[config.mk]
export PLATFORM = sky130hd
export DESIGN_NAME = cec_ctrl
export DESIGN_NICKNAME = d
export VERILOG_FILES = /design/src/inc/cec_pkg.sv /design/src/verilog/cec_ctrl.sv
export VERILOG_INCLUDE_DIRS = /design/src /design/src/inc
export SDC_FILE = /design/constraint.sdc
export NUM_CORES = 1
export LEC_CHECK = 0
export BUFFER_PORTS_ARGS = -buffer_cell sky130_fd_sc_hd__buf_2
export CAP_MARGIN = 15
export CORE_MARGIN = 1
export CORE_UTILIZATION = 50
export DETAILED_ROUTE_END_ITERATION = 6
export GPL_TIMING_DRIVEN = 0
export PLACE_DENSITY = 0.69
export SLEW_MARGIN = 20
export SYNTH_ARGS = -nofsm -noshare
export SYNTH_HDL_FRONTEND = slang
export SYNTH_SLANG_ARGS = --single-unit
export TNS_END_PERCENT = 50
[constraint.sdc]
create_clock -name aclk -period 4.8 [get_ports aclk]
set_clock_uncertainty 0.05 [all_clocks]
set_input_delay 0.48 -clock aclk [delete_from_list [all_inputs] [get_ports aclk]]
set_output_delay 0.48 -clock aclk [all_outputs]
set_load 0.1 [all_outputs]
[src/inc/cec_cfg.svh]
// constants of the control bus transmit slice and waveform checker
`ifndef CEC_CFG_SVH
`define CEC_CFG_SVH
// register byte offsets
`define OFS_RX_CTRL      8'h00
`define OFS_TX_ENABLE    8'h04
`define OFS_TX_BUFFER    8'h08
`define OFS_TX_TIMING    8'h0c
`define OFS_INT_STATUS   8'h10
`define OFS_INT_MASK     8'h14
// receive control fields
`define RXC_RX_EN        0
`define RXC_WAV_EN       1
`define RXC_WAV0_LSB     4
`define RXC_WAV1_LSB     8
`define RXC_WAV2_LSB     12
`define RXC_WAV3_LSB     16
`define RXC_MASK         32'h0007_7773
// transmit fields
`define TXE_GO           0
`define TXE_BUSY         1
`define TXB_EOM          8
`define TXB_MASK         32'h0000_01ff
`define TXT_MASK         32'h0077_7f1f
`define TXT_STRS_LSB     20
`define TXT_SPRD_LSB     16
`define TXT_DTRS_LSB     12
`define TXT_DPRD_LSB     8
// interrupt status bits
`define IRQ_TX_DONE      0
`define IRQ_WAV_ERR      1
`define IRQ_TX_ERR       2
`define IRQ_MASK         32'h0000_0007
// waveform base times in sampling periods
`define BASE_LATE_ZERO   8'd56
`define BASE_ONE_END     8'd26
`define BASE_ZERO_START  8'd43
`define BASE_EARLY_ONE   8'd13
// transmit base times in sampling periods
`define BASE_START_RISE  8'd121
`define BASE_START_CYC   8'd147
`define BASE_RISE_ONE    8'd20
`define BASE_RISE_ZERO   8'd49
`define BASE_DATA_CYC    8'd79
// sampling period in ns and system clock period in ns
`define SAMPLE_NS        30518
`define CLK_NS           10
`define SAMPLE_CYC       (`SAMPLE_NS / `CLK_NS)
`endif

[src/inc/cec_pkg.sv]
// types of the control bus transmit slice
package cec_pkg;
	typedef enum logic [4:0] {
		TX_IDLE  = 5'b00001,
		TX_START = 5'b00010,
		TX_DATA  = 5'b00100,
		TX_ACK   = 5'b01000,
		TX_FREE  = 5'b10000
	} tx_state_t;
endpackage : cec_pkg

[src/verilog/cec_ctrl.sv]
// control bus transmitter and receive waveform checker with axi4-lite regs
//
// Register access over AXI4-Lite and the register offsets are this design's own decisions.
`timescale 1ns/1ps
`include "cec_cfg.svh"
module cec_ctrl #(
	parameter int SAMPLE_DIV = `SAMPLE_CYC
) (
	// clock and reset
	input  wire logic        aclk,
	input  wire logic        aresetn,
	// axi4-lite write address
	input  wire logic [7:0]  s_axi_awaddr,
	input  wire logic        s_axi_awvalid,
	output logic             s_axi_awready,
	// axi4-lite write data
	input  wire logic [31:0] s_axi_wdata,
	input  wire logic [3:0]  s_axi_wstrb,
	input  wire logic        s_axi_wvalid,
	output logic             s_axi_wready,
	// axi4-lite write response
	output logic [1:0]       s_axi_bresp,
	output logic             s_axi_bvalid,
	input  wire logic        s_axi_bready,
	// axi4-lite read address
	input  wire logic [7:0]  s_axi_araddr,
	input  wire logic        s_axi_arvalid,
	output logic             s_axi_arready,
	// axi4-lite read data
	output logic [31:0]      s_axi_rdata,
	output logic [1:0]       s_axi_rresp,
	output logic             s_axi_rvalid,
	input  wire logic        s_axi_rready,
	// shared bus line, open drain
	input  wire logic        cec_in,
	output logic             cec_out,
	output logic             cec_oe,
	// interrupt
	output logic             irq
);
	if (SAMPLE_DIV < 2 || SAMPLE_DIV > 65535) begin : g_div_check
		$error("SAMPLE_DIV out of range");
	end

	//------------------------------------------------------------
	// sampling clock enable
	//------------------------------------------------------------
	logic [15:0] div_ff;
	wire         tick = (div_ff == 16'(SAMPLE_DIV - 1));

	always_ff @(posedge aclk) begin
		if (!aresetn || tick)
			div_ff <= 16'h0000;
		else
			div_ff <= div_ff + 16'h0001;
	end

	//------------------------------------------------------------
	// register bus
	//------------------------------------------------------------
	logic        aw_ff, w_ff, bvalid_ff, rvalid_ff;
	logic [7:0]  awaddr_ff;
	logic [31:0] wdata_ff, rdata_ff;
	logic [3:0]  wstrb_ff;
	logic [1:0]  bresp_ff, rresp_ff;
	logic [31:0] rx_ctrl_ff, tx_buf_ff, tx_tim_ff, int_stat_ff, int_mask_ff;
	logic        go_ff, busy_ff;

	function automatic logic [31:0] merge(input logic [31:0] old,
			input logic [31:0] nw, input logic [3:0] be,
			input logic [31:0] msk);
		logic [31:0] r;
		r = old;
		for (int i = 0; i < 4; i++)
			if (be[i])
				r[i*8 +: 8] = nw[i*8 +: 8];
		return r & msk;
	endfunction : merge

	function automatic logic map_hit(input logic [7:0] a);
		return a == `OFS_RX_CTRL || a == `OFS_TX_ENABLE ||
			a == `OFS_TX_BUFFER || a == `OFS_TX_TIMING ||
			a == `OFS_INT_STATUS || a == `OFS_INT_MASK;
	endfunction : map_hit

	assign s_axi_awready = !aw_ff && !bvalid_ff;
	assign s_axi_wready  = !w_ff && !bvalid_ff;
	assign s_axi_arready = !rvalid_ff;
	assign s_axi_bvalid  = bvalid_ff;
	assign s_axi_bresp   = bresp_ff;
	assign s_axi_rvalid  = rvalid_ff;
	assign s_axi_rdata   = rdata_ff;
	assign s_axi_rresp   = rresp_ff;

	wire do_wr  = aw_ff && w_ff && !bvalid_ff;
	wire wr_rx  = do_wr && awaddr_ff == `OFS_RX_CTRL;
	wire wr_te  = do_wr && awaddr_ff == `OFS_TX_ENABLE && wstrb_ff[0];
	wire wr_tb  = do_wr && awaddr_ff == `OFS_TX_BUFFER;
	wire wr_tt  = do_wr && awaddr_ff == `OFS_TX_TIMING;
	wire wr_is  = do_wr && awaddr_ff == `OFS_INT_STATUS;
	wire wr_im  = do_wr && awaddr_ff == `OFS_INT_MASK;
	wire do_rd  = s_axi_arvalid && s_axi_arready;

	wire [31:0] te_rd = {30'h0, busy_ff, 1'b0};
	wire [31:0] rd_mux =
		(s_axi_araddr == `OFS_RX_CTRL)    ? rx_ctrl_ff :
		(s_axi_araddr == `OFS_TX_ENABLE)  ? te_rd :
		(s_axi_araddr == `OFS_TX_BUFFER)  ? tx_buf_ff :
		(s_axi_araddr == `OFS_TX_TIMING)  ? tx_tim_ff :
		(s_axi_araddr == `OFS_INT_STATUS) ? int_stat_ff :
		(s_axi_araddr == `OFS_INT_MASK)   ? int_mask_ff : 32'h0000_0000;

	always_ff @(posedge aclk) begin
		if (!aresetn) begin
			aw_ff     <= 1'b0;
			w_ff      <= 1'b0;
			awaddr_ff <= 8'h00;
			wdata_ff  <= 32'h0000_0000;
			wstrb_ff  <= 4'h0;
		end else begin
			if (s_axi_awvalid && s_axi_awready) begin
				aw_ff     <= 1'b1;
				awaddr_ff <= s_axi_awaddr;
			end else if (do_wr)
				aw_ff <= 1'b0;
			if (s_axi_wvalid && s_axi_wready) begin
				w_ff     <= 1'b1;
				wdata_ff <= s_axi_wdata;
				wstrb_ff <= s_axi_wstrb;
			end else if (do_wr)
				w_ff <= 1'b0;
		end
	end

	always_ff @(posedge aclk) begin
		if (!aresetn) begin
			bvalid_ff <= 1'b0;
			bresp_ff  <= 2'h0;
		end else if (do_wr) begin
			bvalid_ff <= 1'b1;
			bresp_ff  <= map_hit(awaddr_ff) ? 2'h0 : 2'h2;
		end else if (s_axi_bready)
			bvalid_ff <= 1'b0;
	end

	always_ff @(posedge aclk) begin
		if (!aresetn) begin
			rvalid_ff <= 1'b0;
			rdata_ff  <= 32'h0000_0000;
			rresp_ff  <= 2'h0;
		end else if (do_rd) begin
			rvalid_ff <= 1'b1;
			rdata_ff  <= rd_mux;
			rresp_ff  <= map_hit(s_axi_araddr) ? 2'h0 : 2'h2;
		end else if (s_axi_rready)
			rvalid_ff <= 1'b0;
	end

	always_ff @(posedge aclk) begin
		if (!aresetn) begin
			rx_ctrl_ff  <= 32'h0000_0000;
			tx_buf_ff   <= 32'h0000_0000;
			tx_tim_ff   <= 32'h0000_0000;
			int_mask_ff <= 32'h0000_0000;
		end else begin
			if (wr_rx)
				rx_ctrl_ff <= merge(rx_ctrl_ff, wdata_ff, wstrb_ff, `RXC_MASK);
			if (wr_tb)
				tx_buf_ff <= merge(tx_buf_ff, wdata_ff, wstrb_ff, `TXB_MASK);
			if (wr_tt)
				tx_tim_ff <= merge(tx_tim_ff, wdata_ff, wstrb_ff, `TXT_MASK);
			if (wr_im)
				int_mask_ff <= merge(int_mask_ff, wdata_ff, wstrb_ff, `IRQ_MASK);
		end
	end

	//------------------------------------------------------------
	// receive waveform checker
	//------------------------------------------------------------
	logic       line_ff, rx_act_ff;
	logic [7:0] rcnt_ff;
	wire rx_en  = rx_ctrl_ff[`RXC_RX_EN];
	wire wav_en = rx_ctrl_ff[`RXC_WAV_EN];
	wire fall   = line_ff && !cec_in;
	wire rise   = !line_ff && cec_in;
	// limits in sampling periods from the bit's falling edge
	wire [7:0] lim_late = `BASE_LATE_ZERO +
		8'(rx_ctrl_ff[`RXC_WAV3_LSB +: 3]);
	wire [7:0] lim_one  = `BASE_ONE_END +
		8'(rx_ctrl_ff[`RXC_WAV1_LSB +: 3]);
	wire [7:0] lim_zero = `BASE_ZERO_START -
		8'(rx_ctrl_ff[`RXC_WAV2_LSB +: 3]);
	wire [7:0] lim_early = `BASE_EARLY_ONE -
		8'(rx_ctrl_ff[`RXC_WAV0_LSB +: 3]);
	wire rise_early = rise && rx_act_ff && rcnt_ff < lim_early;
	wire rise_gap   = rise && rx_act_ff && rcnt_ff > lim_one &&
		rcnt_ff < lim_zero;
	wire late_to    = rx_act_ff && tick && rcnt_ff == lim_late;
	wire wav_err    = rx_en && wav_en &&
		(rise_early || rise_gap || late_to);

	always_ff @(posedge aclk) begin
		if (!aresetn) begin
			line_ff   <= 1'b1;
			rx_act_ff <= 1'b0;
			rcnt_ff   <= 8'h00;
		end else begin
			line_ff <= cec_in;
			if (!rx_en || rise || late_to)
				rx_act_ff <= 1'b0;
			else if (fall && !cec_oe)
				rx_act_ff <= 1'b1;
			if (fall)
				rcnt_ff <= 8'h00;
			else if (tick && rcnt_ff != 8'hff)
				rcnt_ff <= rcnt_ff + 8'h01;
		end
	end

	//------------------------------------------------------------
	// transmitter
	//------------------------------------------------------------
	cec_pkg::tx_state_t st_ff, nxt_st;
	logic [7:0] tcnt_ff;
	logic [3:0] bit_ff;
	logic [8:0] sh_ff;
	logic       drive_low_ff;

	wire [7:0] st_rise = `BASE_START_RISE - 8'(tx_tim_ff[`TXT_STRS_LSB +: 3]);
	wire [7:0] st_cyc  = `BASE_START_CYC - 8'(tx_tim_ff[`TXT_SPRD_LSB +: 3]);
	wire [7:0] d_trim  = 8'(tx_tim_ff[`TXT_DTRS_LSB +: 2]);
	wire [7:0] d_cyc   = `BASE_DATA_CYC - 8'(tx_tim_ff[`TXT_DPRD_LSB +: 4]);
	wire       cur_bit = (st_ff == cec_pkg::TX_ACK) ? 1'b1 : sh_ff[8];
	wire [7:0] d_rise  = (cur_bit ? `BASE_RISE_ONE : `BASE_RISE_ZERO) - d_trim;
	wire [7:0] free_cyc = 8'(tx_tim_ff[3:0]) + 8'h01;
	wire       cyc_end = tick && (
		(st_ff == cec_pkg::TX_START && tcnt_ff == st_cyc - 8'h01) ||
		((st_ff == cec_pkg::TX_DATA || st_ff == cec_pkg::TX_ACK) &&
			tcnt_ff == d_cyc - 8'h01));
	// another node pulling low while we release the line in a frame;
	// the ack slot is left out so that a follower may stretch it
	wire       in_frame = (st_ff == cec_pkg::TX_START) ||
		(st_ff == cec_pkg::TX_DATA);
	wire       tx_err  = tick && in_frame && !drive_low_ff && !cec_in;
	wire       tx_done = cyc_end && st_ff == cec_pkg::TX_ACK &&
		tx_buf_ff[`TXB_EOM];
	wire       stop_tx = wr_te && !wdata_ff[`TXE_GO];

	always_comb begin
		nxt_st = st_ff;
		unique case (st_ff)
			cec_pkg::TX_IDLE:  if (go_ff) nxt_st = cec_pkg::TX_FREE;
			cec_pkg::TX_FREE:  if (tick && tcnt_ff == free_cyc)
				nxt_st = cec_pkg::TX_START;
			cec_pkg::TX_START: if (cyc_end) nxt_st = cec_pkg::TX_DATA;
			cec_pkg::TX_DATA:  if (cyc_end && bit_ff == 4'h8)
				nxt_st = cec_pkg::TX_ACK;
			cec_pkg::TX_ACK:   if (cyc_end) nxt_st = cec_pkg::TX_IDLE;
		endcase
		if (tx_err || stop_tx)
			nxt_st = cec_pkg::TX_IDLE;
	end

	always_ff @(posedge aclk) begin
		if (!aresetn) begin
			st_ff        <= cec_pkg::TX_IDLE;
			tcnt_ff      <= 8'h00;
			bit_ff       <= 4'h0;
			sh_ff        <= 9'h000;
			drive_low_ff <= 1'b0;
		end else begin
			st_ff <= nxt_st;
			if (nxt_st != st_ff || cyc_end)
				tcnt_ff <= 8'h00;
			else if (tick)
				tcnt_ff <= tcnt_ff + 8'h01;
			if (st_ff == cec_pkg::TX_IDLE)
				sh_ff <= {tx_buf_ff[7:0], tx_buf_ff[`TXB_EOM]};
			else if (cyc_end && st_ff == cec_pkg::TX_DATA)
				sh_ff <= {sh_ff[7:0], 1'b0};
			if (st_ff != cec_pkg::TX_DATA)
				bit_ff <= 4'h0;
			else if (cyc_end)
				bit_ff <= bit_ff + 4'h1;
			unique case (st_ff)
				cec_pkg::TX_START: drive_low_ff <= tcnt_ff < st_rise;
				cec_pkg::TX_DATA,
				cec_pkg::TX_ACK:   drive_low_ff <= tcnt_ff < d_rise;
				default:           drive_low_ff <= 1'b0;
			endcase
		end
	end

	assign cec_out = 1'b0;
	assign cec_oe  = drive_low_ff;

	// transmit go and busy flags
	always_ff @(posedge aclk) begin
		if (!aresetn) begin
			go_ff   <= 1'b0;
			busy_ff <= 1'b0;
		end else begin
			if (wr_te)
				go_ff <= wdata_ff[`TXE_GO];
			else if (tx_done || tx_err)
				go_ff <= 1'b0;
			if (nxt_st == cec_pkg::TX_START && st_ff == cec_pkg::TX_FREE)
				busy_ff <= 1'b1;
			else if (nxt_st == cec_pkg::TX_IDLE)
				busy_ff <= 1'b0;
		end
	end

	//------------------------------------------------------------
	// interrupts
	//------------------------------------------------------------
	wire [31:0] ev = {29'h0, tx_err, wav_err, tx_done};

	always_ff @(posedge aclk) begin
		if (!aresetn)
			int_stat_ff <= 32'h0000_0000;
		else if (wr_is)
			int_stat_ff <= (int_stat_ff & ~(wdata_ff & `IRQ_MASK)) | ev;
		else
			int_stat_ff <= int_stat_ff | ev;
	end

	assign irq = |(int_stat_ff & int_mask_ff);
endmodule : cec_ctrl
==> results_dict.tcl <==
set metrics [dict create \
    run_status "complete, no violations" \
    yosysWarnings 0 \
    final_cells 1316 \
    synth_cell_types 75 \
    grt_overflow 0 \
    synth.cell_area_sq_mm 0.00837 \
    gpl.final_weighted_congestion 0.866 \
    timing.critical_path.mode_cell "sky130_fd_sc_hd__ha_1" \
    placement.cell_area_sq_mm 0.00907 \
    drc 0 \
    timing.hold.worst.class "input pin to flip-flop" \
    syn2layout_area_growth_pct 15.4 \
    clock_tree.buffer_depth 2 \
    route.vias.total 7226 \
    post_cts_buffers 0 \
    horizontal_extent_of_the_die_um 131 \
    drt_iter0_markers 653 \
    crit_required_ps 5050 \
    cell_row_count 46 \
    r2r_cells 17 \
    cts_buffers 17 \
    synthArstFlopShare_pct 0 \
    grt_pass1_vias 6578 \
    critPathMaxStageDelay_ps 340 \
    vias_per_cell 5.49 \
    tritoncts_num_sinks 161 \
    rsz_0062_raised_after_global_routing "no" \
    io_buffer_count 76 \
    synth_enable_flop_cells 0 \
    r2r-start "st_ff[2]" \
    total_count_of_hold_check_failures_in_the_final_report 0 \
    cts-resized-gates 0 \
    postRouteWirelength_um 21900 \
    cts_tree "done" \
    slew-limit-headroom_pct 50.9 \
    crit_path_start "st_ff[2]" \
    clk_pin_slew_ps 70 \
    worst-path-stages 17 \
    worst_path_max_delay_cell "sky130_fd_sc_hd__a21boi_0" \
    ctsRootBufferMaster "sky130_fd_sc_hd__clkbuf_16" \
    timing.reg2reg.setup_slack_ps 1330 \
    design.die.area_sq_mm 0.0173 \
    timing.setup.critical_path_class "flip-flop to flip-flop" \
    worst-endpoint-arrival_ps 3720 \
    number_of_nets_still_failing_antenna_checks_after_routing 0 \
    timing_max_transition_violations_final 0 \
    post-layout-total-power_uw 3090 \
    postSynthCellCount 979 \
    timing.critical_path.fanout_max 10 \
    die_y_um 131 \
    fmax_mhz 289 \
    static-leakage-power_uw 0.00384 \
    htree_num_levels 4 \
    largest_net_degree_at_the_start_of_global_routing 17 \
    postSynth.topFlopCell "sky130_fd_sc_hd__dfxtp_1" \
    number_of_antenna_violations_at_the_first_check_in_global_routing 0 \
    route.detailed.wl_per_inst_um 16.6 \
    max_cap_violations 0 \
    num_antenna_cells 0 \
    setup.worst_path.start_class "flip-flop" \
    power_density_cells_mw_per_mm2 320 \
    ir_drop_mv 0.261 \
    ioPinCount 104 \
    start_util_pct 51.9 \
    grt_first_pass_wirelength_um 34700 \
    core_region_area_sq_mm 0.0161 \
    cp_cell_sequence "buf_2, nor2_1, and3_1, nor2_1, inv_1, ha_1, inv_1, ha_1, inv_1, ha_1, ha_1, o21a_1, o21a_1, o21a_1, o21ai_0, nand3_1, a21boi_0" \
    finalSetupViolations 0 \
    dpl.cell_count 1284 \
    n_fill_cell 1520 \
    nNetsFinal 1183 \
    sequential_cell_area_fraction_in_the_yosys_report_pct 38.5 \
    worst-slew-pin-transition_ps 730 \
    crit_path_end "cec_oe" \
    crit_family "compound AO/OA/AOI/OAI gates" \
    worst_setup_path_end_kind "flip-flop" \
    fin_setup_tns_ps 0 \
    register_bit_total_from_synthesis 161 \
    syn_avg_cell_area_sq_um 8.55 \
    cp.buffers_inverters 4 \
    grtUsageTotal_pct 25.7 \
    final_util_pct 59.9 \
    timing.final.crit_period_ps 3470 \
    finalCritPeriodShare_pct 72.2 \
    dp_hpwl_um 16400 \
    clkLatencyLatePin_ps 430 \
    design_area_sq_mm 0.00966 \
    final_layout_size_suffix_gt1_share_pct 14.5 \
    firstDrtPassIters 5 \
    crit_reg_reg_endpoint "cec_oe" \
    cts.hold.buffers_added 0 \
]
[final cells by class]
class	instances	area (sq um)	area share, %
clock buffer	19	443	4.59
buffer	69	374	3.87
sequential	161	3220	33.4
timing repair buffer	76	380	3.94
inverter	35	131	1.36
clock inverter	13	148	1.53
tap	216	270	2.80
multi-input combinational	727	4690	48.5
[cells by family (layout without fill, tap and decap cells)]
family | count (synthesis) | after routing | synth area share, %
xor+xnor | 43 | 43 | 4.50
mux | 39 | 39 | 4.88
other cells | 1 | 14 | 0.0448
simple gates | 406 | 406 | 24.8
fa+ha+maj | 36 | 36 | 5.38
compound gates | 189 | 189 | 15.9
buf+inv | 104 | 212 | 6.04
flops | 161 | 161 | 38.5
[sequential cells by signal, summed over array words and instances (netlist names), 3 cells and up]
register	flops
tcnt_ff	8
rx_ctrl_ff	14
tx_buf_ff	9
int_stat_ff	3
awaddr_ff	8
wdata_ff	21
int_mask_ff	3
rcnt_ff	8
bit_ff	4
tx_tim_ff	18
sh_ff	9
s_axi_rdata	21
div_ff	16
st_ff	5
wstrb_ff	3
[worst min-delay path by stage]
stage | to | depth (start not counted) | start
5_1_grt | s_axi_rvalid | 2 | s_axi_arvalid
4_1_cts | awaddr_ff[1] | 3 | s_axi_awaddr[1]
3_5_place_dp | s_axi_rdata[6] | 2 | s_axi_rdata[6]
2_1_floorplan | div_ff[0] | 1 | div_ff[0]
6_report | awaddr_ff[1] | 3 | s_axi_awaddr[1]
3_3_place_gp | div_ff[0] | 1 | div_ff[0]
[cell usage after synthesis (all sizes together), types with 2 or more instances]
library cell | number | area (sq um)
dfxtp | 161 | 3220
nand2 | 158 | 593
nor2 | 71 | 284
a21boi | 69 | 522
clkbuf | 44 | 165
ha | 36 | 450
nand3 | 36 | 193
inv | 35 | 131
mux2i | 34 | 340
o21ai | 33 | 165
nor2b | 32 | 200
a21oi | 29 | 149
buf | 25 | 209
xnor2 | 23 | 201
xor2 | 20 | 175
nor3b | 19 | 143
a221oi | 13 | 114
and3 | 11 | 70.1
o21a | 11 | 82.6
nor3 | 10 | 50.1
nand4 | 9 | 56.3
and2 | 7 | 43.8
nand2b | 7 | 43.8
nor4 | 7 | 65.1
or3 | 7 | 43.8
or4 | 7 | 57.6
a211oi | 6 | 45.0
nand3b | 6 | 45.0
nor4b | 6 | 67.6
a31oi | 5 | 37.5
and4 | 4 | 36.3
mux2 | 4 | 45.0
a221o | 2 | 20.0
and3b | 2 | 17.5
nand4b | 2 | 17.5
nor4bb | 2 | 20.0
o211a | 2 | 20.0
o21ba | 2 | 20.0
o22ai | 2 | 12.5
o311a | 2 | 20.0
[metal layers]
metal	global-route usage (%)	wire length (um)	up-vias
met5	0	0	-
met4	9.56	496	0
met3	4.67	1430	31
met2	39.6	9680	277
met1	35.7	10300	3326
li1	-	-	3592
[cells in the final DEF, fill, tap and decap left out, types with 19 or more instances in the layout]
| master | synthesis | layout |
|---|---|---|
| sky130_fd_sc_hd__dfxtp_1 | 161 | 161 |
| sky130_fd_sc_hd__nand3_1 | 35 | 35 |
| sky130_fd_sc_hd__mux2i_1 | 34 | 34 |
| sky130_fd_sc_hd__a21oi_1 | 28 | 28 |
| sky130_fd_sc_hd__clkbuf_1 | 44 | 45 |
| sky130_fd_sc_hd__a21boi_0 | 66 | 66 |
| sky130_fd_sc_hd__nor2b_1 | 32 | 32 |
| sky130_fd_sc_hd__inv_1 | 35 | 35 |
| sky130_fd_sc_hd__o21ai_0 | 31 | 31 |
| sky130_fd_sc_hd__nor3b_1 | 19 | 19 |
| sky130_fd_sc_hd__xor2_1 | 20 | 20 |
| sky130_fd_sc_hd__nand2_1 | 158 | 158 |
| sky130_fd_sc_hd__ha_1 | 36 | 36 |
| sky130_fd_sc_hd__xnor2_1 | 23 | 23 |
| sky130_fd_sc_hd__nor2_1 | 64 | 64 |
| sky130_fd_sc_hd__buf_2 | 2 | 78 |
[report_power, final]
| group | internal [uW] | total (uW) | switching [uW] | leakage [uW] |
|---|---|---|---|---|
| combinational | 79.8 | 322 | 242 | 0.00225 |
| sequential | 1370 | 1400 | 30.7 | 0.00131 |
| clock | 789 | 1370 | 585 | 0.000283 |
| total | 2240 | 3090 | 857 | 0.00384 |
[stage by stage]
step	setup WS [ps]	hold slack (ps)
after detailed placement	1460	407
after floorplan	1610	387
after global routing	1150	243
final	1330	243
after CTS	1420	233
after global placement	1440	401
[tightest hold or removal path, delay by kind of cell]
kind	cells	cell delay [ps]
buffers and inverters	1	90
AO/OA/AOI/OAI	1	60
AND/OR/NAND/NOR	1	40
(Power assumes the default switching activity.)
